--- config.mk ---
export PLATFORM = sky130hd
export DESIGN_NAME = fault_status_bank
export DESIGN_NICKNAME = d
export VERILOG_FILES = /design/src/hw/fault_status_pkg.sv /design/src/hw/status_byte_if.sv /design/src/hw/latched_status_byte.sv /design/src/hw/fault_status_bank.sv
export SDC_FILE = /design/constraint.sdc
export NUM_CORES = 1
export LEC_CHECK = 0
export BUFFER_PORTS_ARGS = -buffer_cell sky130_fd_sc_hd__buf_2
export CAP_MARGIN = 5
export CELL_PAD_IN_SITES_DETAIL_PLACEMENT = 2
export CELL_PAD_IN_SITES_GLOBAL_PLACEMENT = 2
export CORE_MARGIN = 2
export CORE_UTILIZATION = 33
export DETAILED_ROUTE_END_ITERATION = 7
export PLACE_DENSITY_LB_ADDON = 0.1
export SYNTH_ARGS = -nofsm -noshare
export SYNTH_HDL_FRONTEND = slang
export SYNTH_SLANG_ARGS = --single-unit
--- constraint.sdc ---
create_clock -name clk -period 4 [get_ports clk]
set_clock_uncertainty 0.2 [all_clocks]
set_input_delay 0.4 -clock clk [delete_from_list [all_inputs] [get_ports clk]]
set_output_delay 0.4 -clock clk [all_outputs]
set_load 0.02 [all_outputs]
--- src/hw/fault_status_pkg.sv ---
// Overview of operation
// - Load-current, input and thermal bytes answer at codes 7Bh, 7Ch, 7Dh.
// - Communication, logic and memory byte answers at code 7Eh, read and write.
// - Latched flags clear on the global clear command or a written one.
// - Load overcurrent fault latches bit 7 of the load-current byte.
// - Load overcurrent warning latches bit 5 of the load-current byte.
// - Load undercurrent fault latches bit 4 until cleared.
// - Unsupported bit positions always read as zero.
// - Input overvoltage fault latches bit 7 of the input byte.
// - Input undervoltage warning latches bit 5 and may raise the alert.
// - Undervoltage warning stays masked until input first passes turn-on threshold.
// - Input byte bit 3 is live: one while input or bias is too low.
// - Input-off live bit is set out of reset and never raises the alert.
// - Thermal byte bit 7 latches overtemperature fault, bit 6 the warning.
// - Link_error_flag byte bit 7 latches bad command, bit 6 bad payload.
// - Link_error_flag byte bit 5 latches a packet error check failure.
// - Link_error_flag byte bit 4 latches memory error, bit 3 logic core error.
// - Link_error_flag byte bit 1 latches link errors; bits 2 and 0 read zero.
// - A loop follower reports back-channel trouble as its own link error.
// - Summary link_error_flag bit is the OR of the supported link_error_flag flags.
// - Clearing link_error_flag flags by ones also clears the summary bit.
// - Every alert-capable flag has its own mask bit blocking the alert.
// - Summary bits mirror the latched flags of each status byte; the input-off live bit is left out.
package fault_status_pkg;
   localparam logic [7:0] CODE_CLEAR = 8'h03;
   localparam logic [7:0] CODE_LOAD_CURRENT = 8'h7B;
   localparam logic [7:0] CODE_INPUT_SUPPLY = 8'h7C;
   localparam logic [7:0] CODE_THERMAL = 8'h7D;
   localparam logic [7:0] CODE_LINK_ERROR_FLAG = 8'h7E;

   localparam int BIT_LOAD_OC_FAULT = 7;
   localparam int BIT_LOAD_OC_WARN = 5;
   localparam int BIT_LOAD_UC_FAULT = 4;
   localparam int BIT_INPUT_OV_FAULT = 7;
   localparam int BIT_INPUT_UV_WARN = 5;
   localparam int BIT_INPUT_OFF_LIVE = 3;
   localparam int BIT_TEMP_FAULT = 7;
   localparam int BIT_TEMP_WARN = 6;
   localparam int BIT_BAD_COMMAND = 7;
   localparam int BIT_BAD_PAYLOAD = 6;
   localparam int BIT_PEC_FAIL = 5;
   localparam int BIT_MEMORY_ERR = 4;
   localparam int BIT_LOGIC_CORE_ERR = 3;
   localparam int BIT_LINK_ERR = 1;

   localparam logic [7:0] SUPPORTED_LOAD = 8'hB0;
   localparam logic [7:0] SUPPORTED_INPUT = 8'hA0;
   localparam logic [7:0] SUPPORTED_THERMAL = 8'hC0;
   localparam logic [7:0] SUPPORTED_LINK_ERROR_FLAG = 8'hFA;

   localparam logic [7:0] STATUS_RESET = 8'h00;
   localparam logic [7:0] MASK_RESET = 8'h00;
   localparam logic INPUT_OFF_RESET = 1'b1;
   localparam int SYNC_LEVELS = 3;
endpackage

--- src/hw/status_byte_if.sv ---
`timescale 1ns/1ns
interface status_byte_if;
   logic [7:0] set_evt;
   logic [7:0] one_clear;
   logic clear_all;
   logic [7:0] flags;
   modport owner (input set_evt, input one_clear, input clear_all,
                  output flags);
   modport user (output set_evt, output one_clear, output clear_all,
                 input flags);
endinterface

--- src/hw/latched_status_byte.sv ---
`timescale 1ns/1ns
module latched_status_byte #(
   parameter logic [7:0] SUPPORTED = 8'hFF
) (
   input wire logic clk,
   input wire logic rst_n,
   status_byte_if.owner sb
);
   import fault_status_pkg::*;

   logic [7:0] flags;
   logic [7:0] next_flags;

   // New events beat a clear in the same cycle so none is lost
   always_comb begin
      if (sb.clear_all) begin
         next_flags = sb.set_evt & SUPPORTED;
      end else begin
         next_flags = ((flags & ~sb.one_clear) | sb.set_evt)
                      & SUPPORTED;
      end
   end

   always_ff @(posedge clk or negedge rst_n) begin
      if (!rst_n) begin
         flags <= STATUS_RESET;
      end else begin
         flags <= next_flags;
      end
   end

   assign sb.flags = flags;
endmodule

--- src/hw/fault_status_bank.sv ---
`timescale 1ns/1ns
module fault_status_bank (
   input wire logic clk,
   input wire logic rst_n,
   input wire logic cmd_valid,
   input wire logic cmd_write,
   input wire logic [7:0] cmd_code,
   input wire logic [7:0] cmd_data,
   output logic [7:0] rd_data,
   output logic rd_valid,
   input wire logic mask_valid,
   input wire logic [7:0] mask_code,
   input wire logic [7:0] mask_data,
   input wire logic load_oc_fault,
   input wire logic load_oc_warn,
   input wire logic load_uc_fault,
   input wire logic input_ov_fault,
   input wire logic input_uv_warn,
   input wire logic above_turn_on_raw,
   input wire logic above_turn_off_raw,
   input wire logic bias_ok_raw,
   input wire logic temp_fault,
   input wire logic temp_warn,
   input wire logic bad_command_evt,
   input wire logic bad_payload_evt,
   input wire logic pec_fail_evt,
   input wire logic memory_err_evt,
   input wire logic logic_core_err_evt,
   input wire logic link_err_evt,
   input wire logic loop_follower,
   input wire logic backchannel_err_evt,
   output logic summary_load,
   output logic summary_input,
   output logic summary_thermal,
   output logic summary_link_error_flag,
   output logic alert,
   output logic input_off
);
   import fault_status_pkg::*;

   status_byte_if load_sb ();
   status_byte_if input_sb ();
   status_byte_if thermal_sb ();
   status_byte_if link_error_flag_sb ();

   latched_status_byte #(.SUPPORTED(SUPPORTED_LOAD)) u_load (
      .clk(clk),
      .rst_n(rst_n),
      .sb(load_sb.owner)
   );
   latched_status_byte #(.SUPPORTED(SUPPORTED_INPUT)) u_input (
      .clk(clk),
      .rst_n(rst_n),
      .sb(input_sb.owner)
   );
   latched_status_byte #(.SUPPORTED(SUPPORTED_THERMAL)) u_thermal (
      .clk(clk),
      .rst_n(rst_n),
      .sb(thermal_sb.owner)
   );
   latched_status_byte #(.SUPPORTED(SUPPORTED_LINK_ERROR_FLAG)) u_link_error_flag (
      .clk(clk),
      .rst_n(rst_n),
      .sb(link_error_flag_sb.owner)
   );

   function automatic logic [7:0] bit_at(input int pos, input logic val);
      logic [7:0] b;
      b = 8'h00;
      b[pos] = val;
      return b;
   endfunction

   function automatic logic code_is_ours(input logic [7:0] code);
      return code == CODE_LOAD_CURRENT || code == CODE_INPUT_SUPPLY
         || code == CODE_THERMAL || code == CODE_LINK_ERROR_FLAG;
   endfunction

   // Comparator and bias levels come from the analog side, unclocked
   logic [SYNC_LEVELS-1:0] sync_a;
   logic [SYNC_LEVELS-1:0] sync_b;
   logic above_on;
   logic above_off;
   logic bias_ok;

   always_ff @(posedge clk or negedge rst_n) begin
      if (!rst_n) begin
         sync_a <= '0;
         sync_b <= '0;
      end else begin
         sync_a <= {above_turn_on_raw, above_turn_off_raw, bias_ok_raw};
         sync_b <= sync_a;
      end
   end
   assign above_on = sync_b[2];
   assign above_off = sync_b[1];
   assign bias_ok = sync_b[0];

   // Conversion state with on/off hysteresis and the warning arm
   logic powered;
   logic next_powered;
   logic uv_armed;
   logic next_uv_armed;
   logic next_input_off;

   always_comb begin
      next_powered = powered ? above_off : above_on;
      next_uv_armed = uv_armed | above_on;
      next_input_off = !(next_powered && bias_ok);
   end

   always_ff @(posedge clk or negedge rst_n) begin
      if (!rst_n) begin
         powered <= 1'b0;
         uv_armed <= 1'b0;
         input_off <= INPUT_OFF_RESET;
      end else begin
         powered <= next_powered;
         uv_armed <= next_uv_armed;
         input_off <= next_input_off;
      end
   end

   // Command decode
   logic wr_cmd;
   logic clear_cmd;
   logic unknown_cmd;

   always_comb begin
      wr_cmd = cmd_valid && cmd_write;
      clear_cmd = wr_cmd && cmd_code == CODE_CLEAR;
      unknown_cmd = cmd_valid && !code_is_ours(cmd_code)
                    && cmd_code != CODE_CLEAR;
   end

   // Event routing into the four latched bytes
   always_comb begin
      load_sb.set_evt = bit_at(BIT_LOAD_OC_FAULT, load_oc_fault)
         | bit_at(BIT_LOAD_OC_WARN, load_oc_warn)
         | bit_at(BIT_LOAD_UC_FAULT, load_uc_fault);
      input_sb.set_evt = bit_at(BIT_INPUT_OV_FAULT, input_ov_fault)
         | bit_at(BIT_INPUT_UV_WARN, input_uv_warn && uv_armed);
      thermal_sb.set_evt = bit_at(BIT_TEMP_FAULT, temp_fault)
         | bit_at(BIT_TEMP_WARN, temp_warn);
      link_error_flag_sb.set_evt = bit_at(BIT_BAD_COMMAND,
                               bad_command_evt || unknown_cmd)
         | bit_at(BIT_BAD_PAYLOAD, bad_payload_evt)
         | bit_at(BIT_PEC_FAIL, pec_fail_evt)
         | bit_at(BIT_MEMORY_ERR, memory_err_evt)
         | bit_at(BIT_LOGIC_CORE_ERR, logic_core_err_evt)
         | bit_at(BIT_LINK_ERR, link_err_evt
                  || (loop_follower && backchannel_err_evt));
   end

   // Writing ones clears; zeros and read-only positions are dropped
   always_comb begin
      load_sb.one_clear = (wr_cmd && cmd_code == CODE_LOAD_CURRENT)
                          ? cmd_data : 8'h00;
      input_sb.one_clear = (wr_cmd && cmd_code == CODE_INPUT_SUPPLY)
                           ? cmd_data : 8'h00;
      thermal_sb.one_clear = (wr_cmd && cmd_code == CODE_THERMAL)
                             ? cmd_data : 8'h00;
      link_error_flag_sb.one_clear = (wr_cmd && cmd_code == CODE_LINK_ERROR_FLAG)
                          ? cmd_data : 8'h00;
      load_sb.clear_all = clear_cmd;
      input_sb.clear_all = clear_cmd;
      thermal_sb.clear_all = clear_cmd;
      link_error_flag_sb.clear_all = clear_cmd;
   end

   // Alert masks, one bit per alert-capable flag
   logic [7:0] mask_load;
   logic [7:0] mask_input;
   logic [7:0] mask_thermal;
   logic [7:0] mask_link_error_flag;
   logic [7:0] next_mask_load;
   logic [7:0] next_mask_input;
   logic [7:0] next_mask_thermal;
   logic [7:0] next_mask_link_error_flag;

   always_comb begin
      next_mask_load = mask_load;
      next_mask_input = mask_input;
      next_mask_thermal = mask_thermal;
      next_mask_link_error_flag = mask_link_error_flag;
      if (mask_valid) begin
         unique case (mask_code)
            CODE_LOAD_CURRENT: next_mask_load = mask_data & SUPPORTED_LOAD;
            CODE_INPUT_SUPPLY: next_mask_input = mask_data & SUPPORTED_INPUT;
            CODE_THERMAL: next_mask_thermal = mask_data & SUPPORTED_THERMAL;
            CODE_LINK_ERROR_FLAG: next_mask_link_error_flag = mask_data & SUPPORTED_LINK_ERROR_FLAG;
            default: ;
         endcase
      end
   end

   always_ff @(posedge clk or negedge rst_n) begin
      if (!rst_n) begin
         mask_load <= MASK_RESET;
         mask_input <= MASK_RESET;
         mask_thermal <= MASK_RESET;
         mask_link_error_flag <= MASK_RESET;
      end else begin
         mask_load <= next_mask_load;
         mask_input <= next_mask_input;
         mask_thermal <= next_mask_thermal;
         mask_link_error_flag <= next_mask_link_error_flag;
      end
   end

   // Read path, summary bits and alert, all registered
   logic [7:0] next_rd_data;
   logic next_rd_valid;
   logic next_alert;
   logic [7:0] input_view;

   always_comb begin
      // Live bit joins only the read view, never the alert term
      input_view = input_sb.flags
                   | bit_at(BIT_INPUT_OFF_LIVE, input_off);
      next_rd_valid = cmd_valid && !cmd_write && code_is_ours(cmd_code);
      next_rd_data = 8'h00;
      if (next_rd_valid) begin
         unique case (cmd_code)
            CODE_LOAD_CURRENT: next_rd_data = load_sb.flags;
            CODE_INPUT_SUPPLY: next_rd_data = input_view;
            CODE_THERMAL: next_rd_data = thermal_sb.flags;
            CODE_LINK_ERROR_FLAG: next_rd_data = link_error_flag_sb.flags;
            default: ;
         endcase
      end
      next_alert = |(load_sb.flags & ~mask_load)
         | |(input_sb.flags & ~mask_input)
         | |(thermal_sb.flags & ~mask_thermal)
         | |(link_error_flag_sb.flags & ~mask_link_error_flag);
   end

   always_ff @(posedge clk or negedge rst_n) begin
      if (!rst_n) begin
         rd_data <= 8'h00;
         rd_valid <= 1'b0;
         alert <= 1'b0;
         summary_load <= 1'b0;
         summary_input <= 1'b0;
         summary_thermal <= 1'b0;
         summary_link_error_flag <= 1'b0;
      end else begin
         rd_data <= next_rd_data;
         rd_valid <= next_rd_valid;
         alert <= next_alert;
         summary_load <= |load_sb.flags;
         summary_input <= |input_sb.flags;
         summary_thermal <= |thermal_sb.flags;
         summary_link_error_flag <= |link_error_flag_sb.flags;
      end
   end
endmodule

==> results of run 1 <==
-- worst register-to-register path, cell delays in order (launching register included) --
cell and delay, ns:
dfrtp_1 0.43, inv_1 0.11, o22ai_1 0.09, nor4_1 0.34, o2111ai_1 0.17
-- per-stage QoR --
step           power [mW]  worst slack, ns
2_1_floorplan       0.530             1.97
3_3_place_gp        0.575             1.65
3_5_place_dp        0.578             1.59
4_1_cts             0.865             1.89
5_1_grt             0.892             1.79
6_report            0.851             1.89
-- timing repair --
| action | in CTS | in global routing |
|---|---|---|
| endpoints found under the hold margin | 3 | 0 |
| hold buffers | 3 | 0 |
| endpoints found under the setup margin | 0 | 0 |
-- cells by family (layout without fill, tap and decap cells) --
| family | Yosys count | in the layout | synth area share |
|---|---|---|---|
| AO/OA/AOI/OAI | 30 | 30 | 0.112 |
| buffers and inverters | 20 | 87 | 0.0444 |
| AND/OR/NAND/NOR | 68 | 68 | 0.189 |
| other | 1 | 2 | 0.00182 |
| multiplexers | 14 | 14 | 0.0766 |
| XOR/XNOR | 1 | 1 | 0.00426 |
| flip-flops | 47 | 47 | 0.572 |
-- state kept, by name (all words and copies together), names as in the netlist, 2 cells and up --
register                    cells
rd_data                         6
sync_a                          3
u_input.sb.flags                2
u_link_error_flag.sb.flags      6
mask_thermal                    2
mask_input                      2
mask_link_error_flag            6
mask_load                       3
u_load.sb.flags                 3
u_thermal.sb.flags              2
sync_b                          3
-- where the power goes --
group	internal (mW)	total [mW]	switching [mW]
combinational	0.0343	0.0767	0.0424
clock	0.122	0.282	0.160
sequential	0.487	0.493	0.00592
-- final cells by class --
class / count / area [µm²]
repair buffers: 66 / 345
clock inverters: 3 / 20.0
clock buffers: 5 / 68.8
well taps: 75 / 93.8
fillers: 689 / 3410
flip-flops and latches: 47 / 1180
multi-input cells: 115 / 792
inverters: 13 / 48.8
-- cells in the final DEF, fill, tap and decap left out, types with 3 or more instances in the layout --
cell type / instances
a31o_1: 10
nand3_1: 11
mux2_2: 14
clkbuf_8: 5
dlygate4sd3_1: 3
nor2_1: 8
nand4b_1: 5
nor4_1: 4
o22ai_1: 4
and3_1: 3
nand3b_1: 6
inv_1: 13
a21oi_1: 3
dfrtp_1: 46
buf_2: 63
nand2_1: 15
nor3_1: 5
-- metal layers --
| metal | vias up | routed length, µm | GRT usage |
|---|---|---|---|
| met3 | 4 | 217 | 0.0328 |
| met4 | 0 | 52 | 0.0447 |
| met2 | 38 | 2670 | 0.285 |
| li1 | 786 | - | - |
| met5 | - | 0 | 0 |
| met1 | 840 | 2750 | 0.238 |
-- path summary, 6_finish.rpt --
path | startpoint | to
worst max-delay path | cmd_code[5] | u_link_error_flag.sb.flags[7]
worst min-delay path | rst_n | rd_valid
worst max register to register | u_link_error_flag.sb.flags[3] | alert
worst min register to register | sync_a[0] | sync_b[0]
max in group asynchronous | rst_n | u_load.sb.flags[7]
min in group clk | memory_err_evt | u_link_error_flag.sb.flags[4]
==> reports/metrics.yaml, run 1 <==
placement:
  dp_cells: 313
  dp_hpwl_mm: 4.43
  io_buffers: 63
  gp_congestion: 0.737
  place_area_mm2: 0.00243
cells_and_area:
  utilization: 0.428
  antennaDiodeCount: 0
  finalNonFillerCells: 324
  drive_gt1_frac: 0.365
  final_nets: 303
  syn_to_final_growth_pct: 23.8
  post-route-cell-area_mm2: 0.00255
routing:
  wirelength_mm: 5.69
  drc_errors: 0
  routedWlPerCell_um: 17.6
  drtIter0Drc: 49
  drtAntennaViolNets: 0
  drt_first_pass_iters: 4
  vias: 1668
  viasPerCell: 5.15
synth:
  synth_cells: 181
  netlist_top_cells_count: "dfrtp_1 (46), nand2_1 (15), mux2_2 (14)"
  yosysMostFrequentCell: "dfrtp_1"
  synth_edf_count: 0
  yosysTopAreaCell: "dfrtp_1"
  synthDistinctLibCells: 41
  dominantRegCellSynth: "dfrtp_1"
  async_flop_share: 1.00
  synth.area.top_cells: "dfrtp_1 (56%), mux2_2 (7.7%), a31o_1 (4.3%), nand2_1 (2.7%), nand3_1 (2.7%)"
  syn_area_mm2: 0.00206
  synth_warnings: 0
  yosysSeqAreaShare: 0.572
  synth_top_area_share: 0.560
  postSynthAreaPerCell_um2: 11.4
  yosys_register_bits: 47
sta:
  rsz0062_at_grt: "false"
  min_period_ns: 2.11
  worst_pin_slew_ns: 1.03
  timing.final.crit_share: 0.528
  slew_headroom: 0.313
  slew_violations: 0
  hold_viol_final: 0
  fmax_mhz: 473
  setup_viol: 0
  fin_tns_setup_ns: 0
  hold_slack_ns: 0.0787
floorplan:
  die-width_um: 83.0
  dieArea_mm2: 0.00688
  pin_count: 70
  initial_core_util: 0.345
  coreArea_mm2: 0.00596
  num_rows: 28
  dieHeight_um: 83.0
power:
  vdd_ir_drop_max_mv: 0.181
  p_leak_nw: 1.17
  power_density_mw_per_mm2: 334
worst_setup_path:
  startpoint_type: "input port"
  path_cells: "buf_2 -> nand3_1 -> nor4b_2 -> a21oi_1 -> a311o_1"
  critPathBufInv: 1
  reg2regPathDepth: 4
  cp.required_ns: 3.99
  cp_max_fo: 8
  rrSetupSlack_ns: 2.53
  cp_slowest_cell: "nor4b_2"
  crit_path_end_kind: "flop"
  crit_cells: 5
  critical-path-top-delay-family: "simple AND/OR/NAND/NOR gates"
  crit_arrival_ns: 2.10
  critPathMaxStageDelay_ns: 0.89
  path_class: "input port to flop"
cts:
  clk_path_buf_depth: 2
  numCtsBuffers: 5
  cts_tree: "yes"
  insertion_delay_ns: 0.30
  path_clk_slew_ns: 0.08
  cts_sinks: 47
  cts_root_buf: "clkbuf_8"
  cts_setup_buffers: 0
  cts-resized-gates: 0
  h-tree-depth: 2
hold_path:
  hold_path.class: "input port to async pin"
grt:
  antenna_found_initial: 0
  grt_util_all_layers: 0.174
  grt_max_degree: 48
  grt_pass1_wl_mm: 9.46
  overflow: 0
  grt_pass1_vias: 1840
status:
  status: "finished clean"
run:
  maxCapViolCount: 0
Power figures use the tool's default switching activity.
==> run 2: changes to the inputs <==
CORE_UTILIZATION = 27   (was 33)
clock period = 1.85 ns   (was 4 ns; I/O delays follow)
==> run 2 against run 1 <==
- clock-buffer cell count up 1
- sequential power up 120%
- first-iteration DRC count down 12%
- register-to-register slack worse by 2.1 ns
- critical path type unchanged
- final area up 17%
- sequential cell count unchanged
- combinational power rose to 2.9 times the previous value
- largest cell class unchanged
- power up 130%
- final cell count up 20%
==> reports/metrics.yaml, run 2 (synthesis gave the netlist of run 1 again) <==
sta:
  fmax_mhz: 594
  slew_violations: 0
  hold_viol_final: 0
  timing.final.crit_share: 0.911
  setup_viol: 0
  rsz0062_at_grt: "false"
  min_period_ns: 1.68
routing:
  drtIter0Drc: 43
  viasPerCell: 4.64
  routedWlPerCell_um: 16.3
  drt_first_pass_iters: 4
  drtAntennaViolNets: 0
  vias: 1809
  wirelength_mm: 6.37
  drc_errors: 0
cells_and_area:
  multi_input_area_um2: 792
  fill_cells: 808
  post-route-cell-area_mm2: 0.00297
  final_cell_mix: "buf_2 (63), dfrtp_1 (46), dlygate4sd3_1 (26)"
  largestRegisters: "mask_link_error_flag: 6 flops, rd_data: 6 flops, u_link_error_flag.sb.flags: 6 flops"
  drive_gt1_frac: 0.378
  final_nets: 345
  antennaDiodeCount: 0
  syn_to_final_growth_pct: 44.5
  regArea_mm2: 0.00118
  final_common_cell: "buf_2"
grt:
  antenna_found_initial: 0
  grt_max_degree: 48
  grt_pass1_wl_mm: 10.7
  overflow: 0
  grt_pass1_vias: 2054
  grt_util_all_layers: 0.164
floorplan:
  dieHeight_um: 91.3
  num_rows: 31
  dieArea_mm2: 0.00833
  initial_core_util: 0.281
  die-width_um: 91.3
  coreArea_mm2: 0.00733
  pin_count: 70
power:
  clkPwrFrac: 0.339
  swShare: 0.241
  power_density_mw_per_mm2: 656
  comb_power_share: 0.115
  p_seq_frac: 0.546
  finalPower_mw: 1.95
  switching_power_mw: 0.469
  p_leak_nw: 1.38
  vdd_ir_drop_max_mv: 0.439
  p_int_mw: 1.48
cts:
  clk_path_buf_depth: 2
  cts_root_buf: "clkbuf_8"
  hold_buffers: 26
  h-tree-depth: 2
  cts_setup_buffers: 0
  numCtsBuffers: 5
  cts_sinks: 47
  insertion_delay_ns: 0.29
  cts-resized-gates: 0
  path_clk_slew_ns: 0.09
  cts_tree: "yes"
worst_setup_path:
  crit_path_end_kind: "flop"
  regToRegStartpoint: "u_link_error_flag.sb.flags[7]"
  cp-startpoint: "cmd_code[4]"
  crit_arrival_ns: 1.67
  cp_max_fo: 12
  path_class: "input port to flop"
  rrSetupSlack_ns: 0.39
  startpoint_type: "input port"
  cp.required_ns: 1.84
placement:
  place_area_mm2: 0.00261
  gp_congestion: 0.732
  dp_hpwl_mm: 4.78
  io_buffers: 63
hold_path:
  hold_path.class: "input port to flop"
  hold_path.startpoint: "cmd_data[4]"
status:
  status: "finished clean"
run:
  maxCapViolCount: 0
## run 2: layout make-up
class | instances | area share
multi-input combinational | 115 | 0.267
clock buffer | 6 | 0.0278
timing repair buffer | 108 | 0.246
inverter | 13 | 0.0164
clock inverter | 2 | 0.00547
tap | 99 | 0.0417
sequential | 47 | 0.396
## run 2: worst paths after layout
check	end	cells after the start
hold reg to reg	sync_b[2]	0
min in group asynchronous	rd_data[5]	3
max in group asynchronous	input_off	3
hold / removal	u_load.sb.flags[4]	3
setup reg to reg	alert	4
setup / recovery	u_input.sb.flags[5]	4
## run 2: critical path: stages
cell	delay, ns
buf_2	0.11
or4_4	0.53
or4_4	0.55
a32o_1	0.29
## run 2: per-layer routing
metal / up-vias / routed length, µm / track usage
met5: - / 0 / 0
met4: 0 / 56 / 0.0354
met3: 4 / 207 / 0.0299
met2: 38 / 3270 / 0.291
met1: 906 / 2830 / 0.209
li1: 861 / - / -
## run 2: stage by stage
| stage | hold WS (ns) | std cells | setup slack (ns) | utilization | setup TNS [ns] |
|---|---|---|---|---|---|
| after global routing | 0.0239 | 390 | 0.0753 | 0.405 | 0 |
| final | 0.0154 | 390 | 0.165 | 0.405 | 0 |
| after global placement | -0.00410 | 356 | -0.126 | 0.356 | -1.15 |
| after CTS | 0.0106 | 390 | 0.142 | 0.405 | 0 |
| after floorplan | -0.311 | 182 | 0.0387 | - | 0 |
| after detailed placement | -0.00238 | 356 | -0.168 | 0.356 | -1.50 |
## run 2: power groups by stage
stage | combinational (mW) | clock [mW] | sequential, mW
finish | 0.224 | 0.661 | 1.06
global route | 0.249 | 0.720 | 1.07
CTS | 0.229 | 0.691 | 1.06
detailed placement | 0.185 | 0 | 1.09
global placement | 0.183 | 0 | 1.08
floorplan | 0.0643 | 0 | 1.08
==> run 3: changes to the inputs <==
CORE_UTILIZATION = 33   (was 27)
clock period = 2 ns   (was 1.85 ns; I/O delays follow)
==> run 3 against run 2 <==
- worst hold slack lost 0.0045 ns
- die area fell by 17%
- register-to-register slack improved by 0.08 ns
- setup slack improved by 0.0096 ns
- final cell count shrank 9.0%
- global-route usage rose by 2.9 points
- utilization grew 8.1 points
- wire length down 2.0%
- final area is 2.6% lower
- largest cell class unchanged
==> reports/metrics.yaml, run 3 (synthesis gave the netlist of run 1 again) <==
worst_setup_path:
  critPathBufInv: 2
  cp_max_fo: 12
  path_class: "input port to flop"
  crit_path_end_kind: "flop"
  crit_arrival_ns: 1.82
  startpoint_type: "input port"
  cp.required_ns: 2.00
  reg2regPathDepth: 4
  path_cells: "dlygate4sd3_1 -> buf_2 -> nand2_1 -> or4_4 -> a32o_1"
  critical-path-top-delay-family: "simple AND/OR/NAND/NOR gates"
  rrSetupSlack_ns: 0.47
  critPathMaxStageDelay_ns: 0.59
  regToRegStartpoint: "u_link_error_flag.sb.flags[3]"
  cp_slowest_cell: "or4_4"
  rr_endpoint: "alert"
routing:
  wirelength_mm: 6.24
  viasPerCell: 5.02
  drt_first_pass_iters: 4
  routedWlPerCell_um: 17.6
  drtIter0Drc: 62
  vias: 1783
  drc_errors: 0
  drtAntennaViolNets: 0
floorplan:
  initial_core_util: 0.345
  num_rows: 28
  die-width_um: 83.0
  dieHeight_um: 83.0
  coreArea_mm2: 0.00596
  pin_count: 70
  dieArea_mm2: 0.00688
cells_and_area:
  utilization: 0.486
  final_common_cell: "buf_2"
  largestRegisters: "mask_link_error_flag: 6 flops, rd_data: 6 flops, u_link_error_flag.sb.flags: 6 flops"
  antennaDiodeCount: 0
  final_cell_mix: "buf_2 (63), dfrtp_1 (46), dlygate4sd3_1 (25)"
  fill_cells: 635
  finalNonFillerCells: 355
  final_nets: 334
  post-route-cell-area_mm2: 0.00289
  drive_gt1_frac: 0.357
  syn_to_final_growth_pct: 40.7
placement:
  dpl_worst_slack_ns: -0.00346
  dp_cells: 322
  gp_congestion: 0.737
  io_buffers: 63
  place_area_mm2: 0.00251
  dp_hpwl_mm: 4.58
power:
  p_leak_nw: 1.34
  power_density_mw_per_mm2: 696
  vdd_ir_drop_max_mv: 0.409
hold_path:
  min_path_cells: 3
  hold_path.class: "input port to flop"
  hold_path.startpoint: "cmd_data[1]"
  hold_path_end: "u_link_error_flag.sb.flags[1]"
cts:
  cts_root_buf: "clkbuf_8"
  cts_setup_buffers: 0
  h-tree-depth: 2
  hold_buffers: 25
  insertion_delay_ns: 0.30
  cts-resized-gates: 0
  cts_sinks: 47
  clk_path_buf_depth: 2
  path_clk_slew_ns: 0.09
  cts_tree: "yes"
  numCtsBuffers: 5
sta:
  hold_viol_final: 0
  slew_headroom: 0.639
  finalWorstSetupSlack_ns: 0.175
  worst_pin_slew_ns: 0.542
  timing.final.crit_share: 0.913
  min_period_ns: 1.83
  fmax_mhz: 548
  setup_viol: 0
  rsz0062_at_grt: "false"
  slew_violations: 0
status:
  status: "finished clean"
grt:
  grt_pass1_vias: 1965
  overflow: 0
  grt_pass1_wl_mm: 10.4
  antenna_found_initial: 0
  grt_util_all_layers: 0.193
  grt_max_degree: 27
run:
  maxCapViolCount: 0
## run 3: cell count changes in the layout (fill, tap and decap cells not counted)
cell,delta
clkinv_4,-1
buf_4,-10
dlygate4sd3_1,-1
bufinv_16,+2
clkbuf_8,-1
## run 3: worst min-delay path: stages
cell and delay, ns:
buf_2 0.07, and3_1 0.12, o21ai_0 0.07
## run 3: worst max path at each step
stage	from	end	slack (ns)	cells after the start
3_3_place_gp	cmd_code[4]	u_input.sb.flags[5]	0.01	4
6_report	cmd_valid	u_input.sb.flags[5]	0.17	5
5_1_grt	cmd_valid	u_input.sb.flags[5]	0.11	5
2_1_floorplan	cmd_code[4]	u_load.sb.flags[5]	0.17	4
4_1_cts	cmd_valid	u_input.sb.flags[5]	0.18	5
3_5_place_dp	cmd_code[4]	u_input.sb.flags[5]	-0.003	4
## run 3: final cells by class
| class | instances | area (µm²) | area share |
|---|---|---|---|
| Sequential cell | 47 | 1180 | 0.407 |
| Inverter | 13 | 48.8 | 0.0169 |
| Clock inverter | 3 | 67.6 | 0.0233 |
| Tap cell | 75 | 93.8 | 0.0324 |
| Clock buffer | 5 | 68.8 | 0.0238 |
| Timing Repair Buffer | 97 | 646 | 0.223 |
| Multi-Input combinational cell | 115 | 792 | 0.274 |
## run 3: power by group
group          total (mW)  switching, mW  leakage [nW]  internal, mW
Clock               0.830          0.332        0.0644         0.498
Combinational       0.199         0.0945         0.742         0.104
Sequential          0.985         0.0121         0.535         0.973
Total                2.01          0.439          1.34          1.58
## run 3: per-stage QoR
stage | hold WS, ns | TNS, ns | power [mW]
after floorplan | -0.296 | 0 | 1.06
after global placement | 0.00559 | 0 | 1.16
after detailed placement | 0.00798 | -0.00346 | 1.17
after CTS | 0.00695 | 0 | 2.04
after global routing | 0.00952 | 0 | 2.11
final | 0.0109 | 0 | 2.01
## run 3: per-layer routing
layer	GRT usage	part of all wire
met5	0	0
met4	0.0402	0.0058
met3	0.0417	0.041
met2	0.309	0.48
met1	0.271	0.48
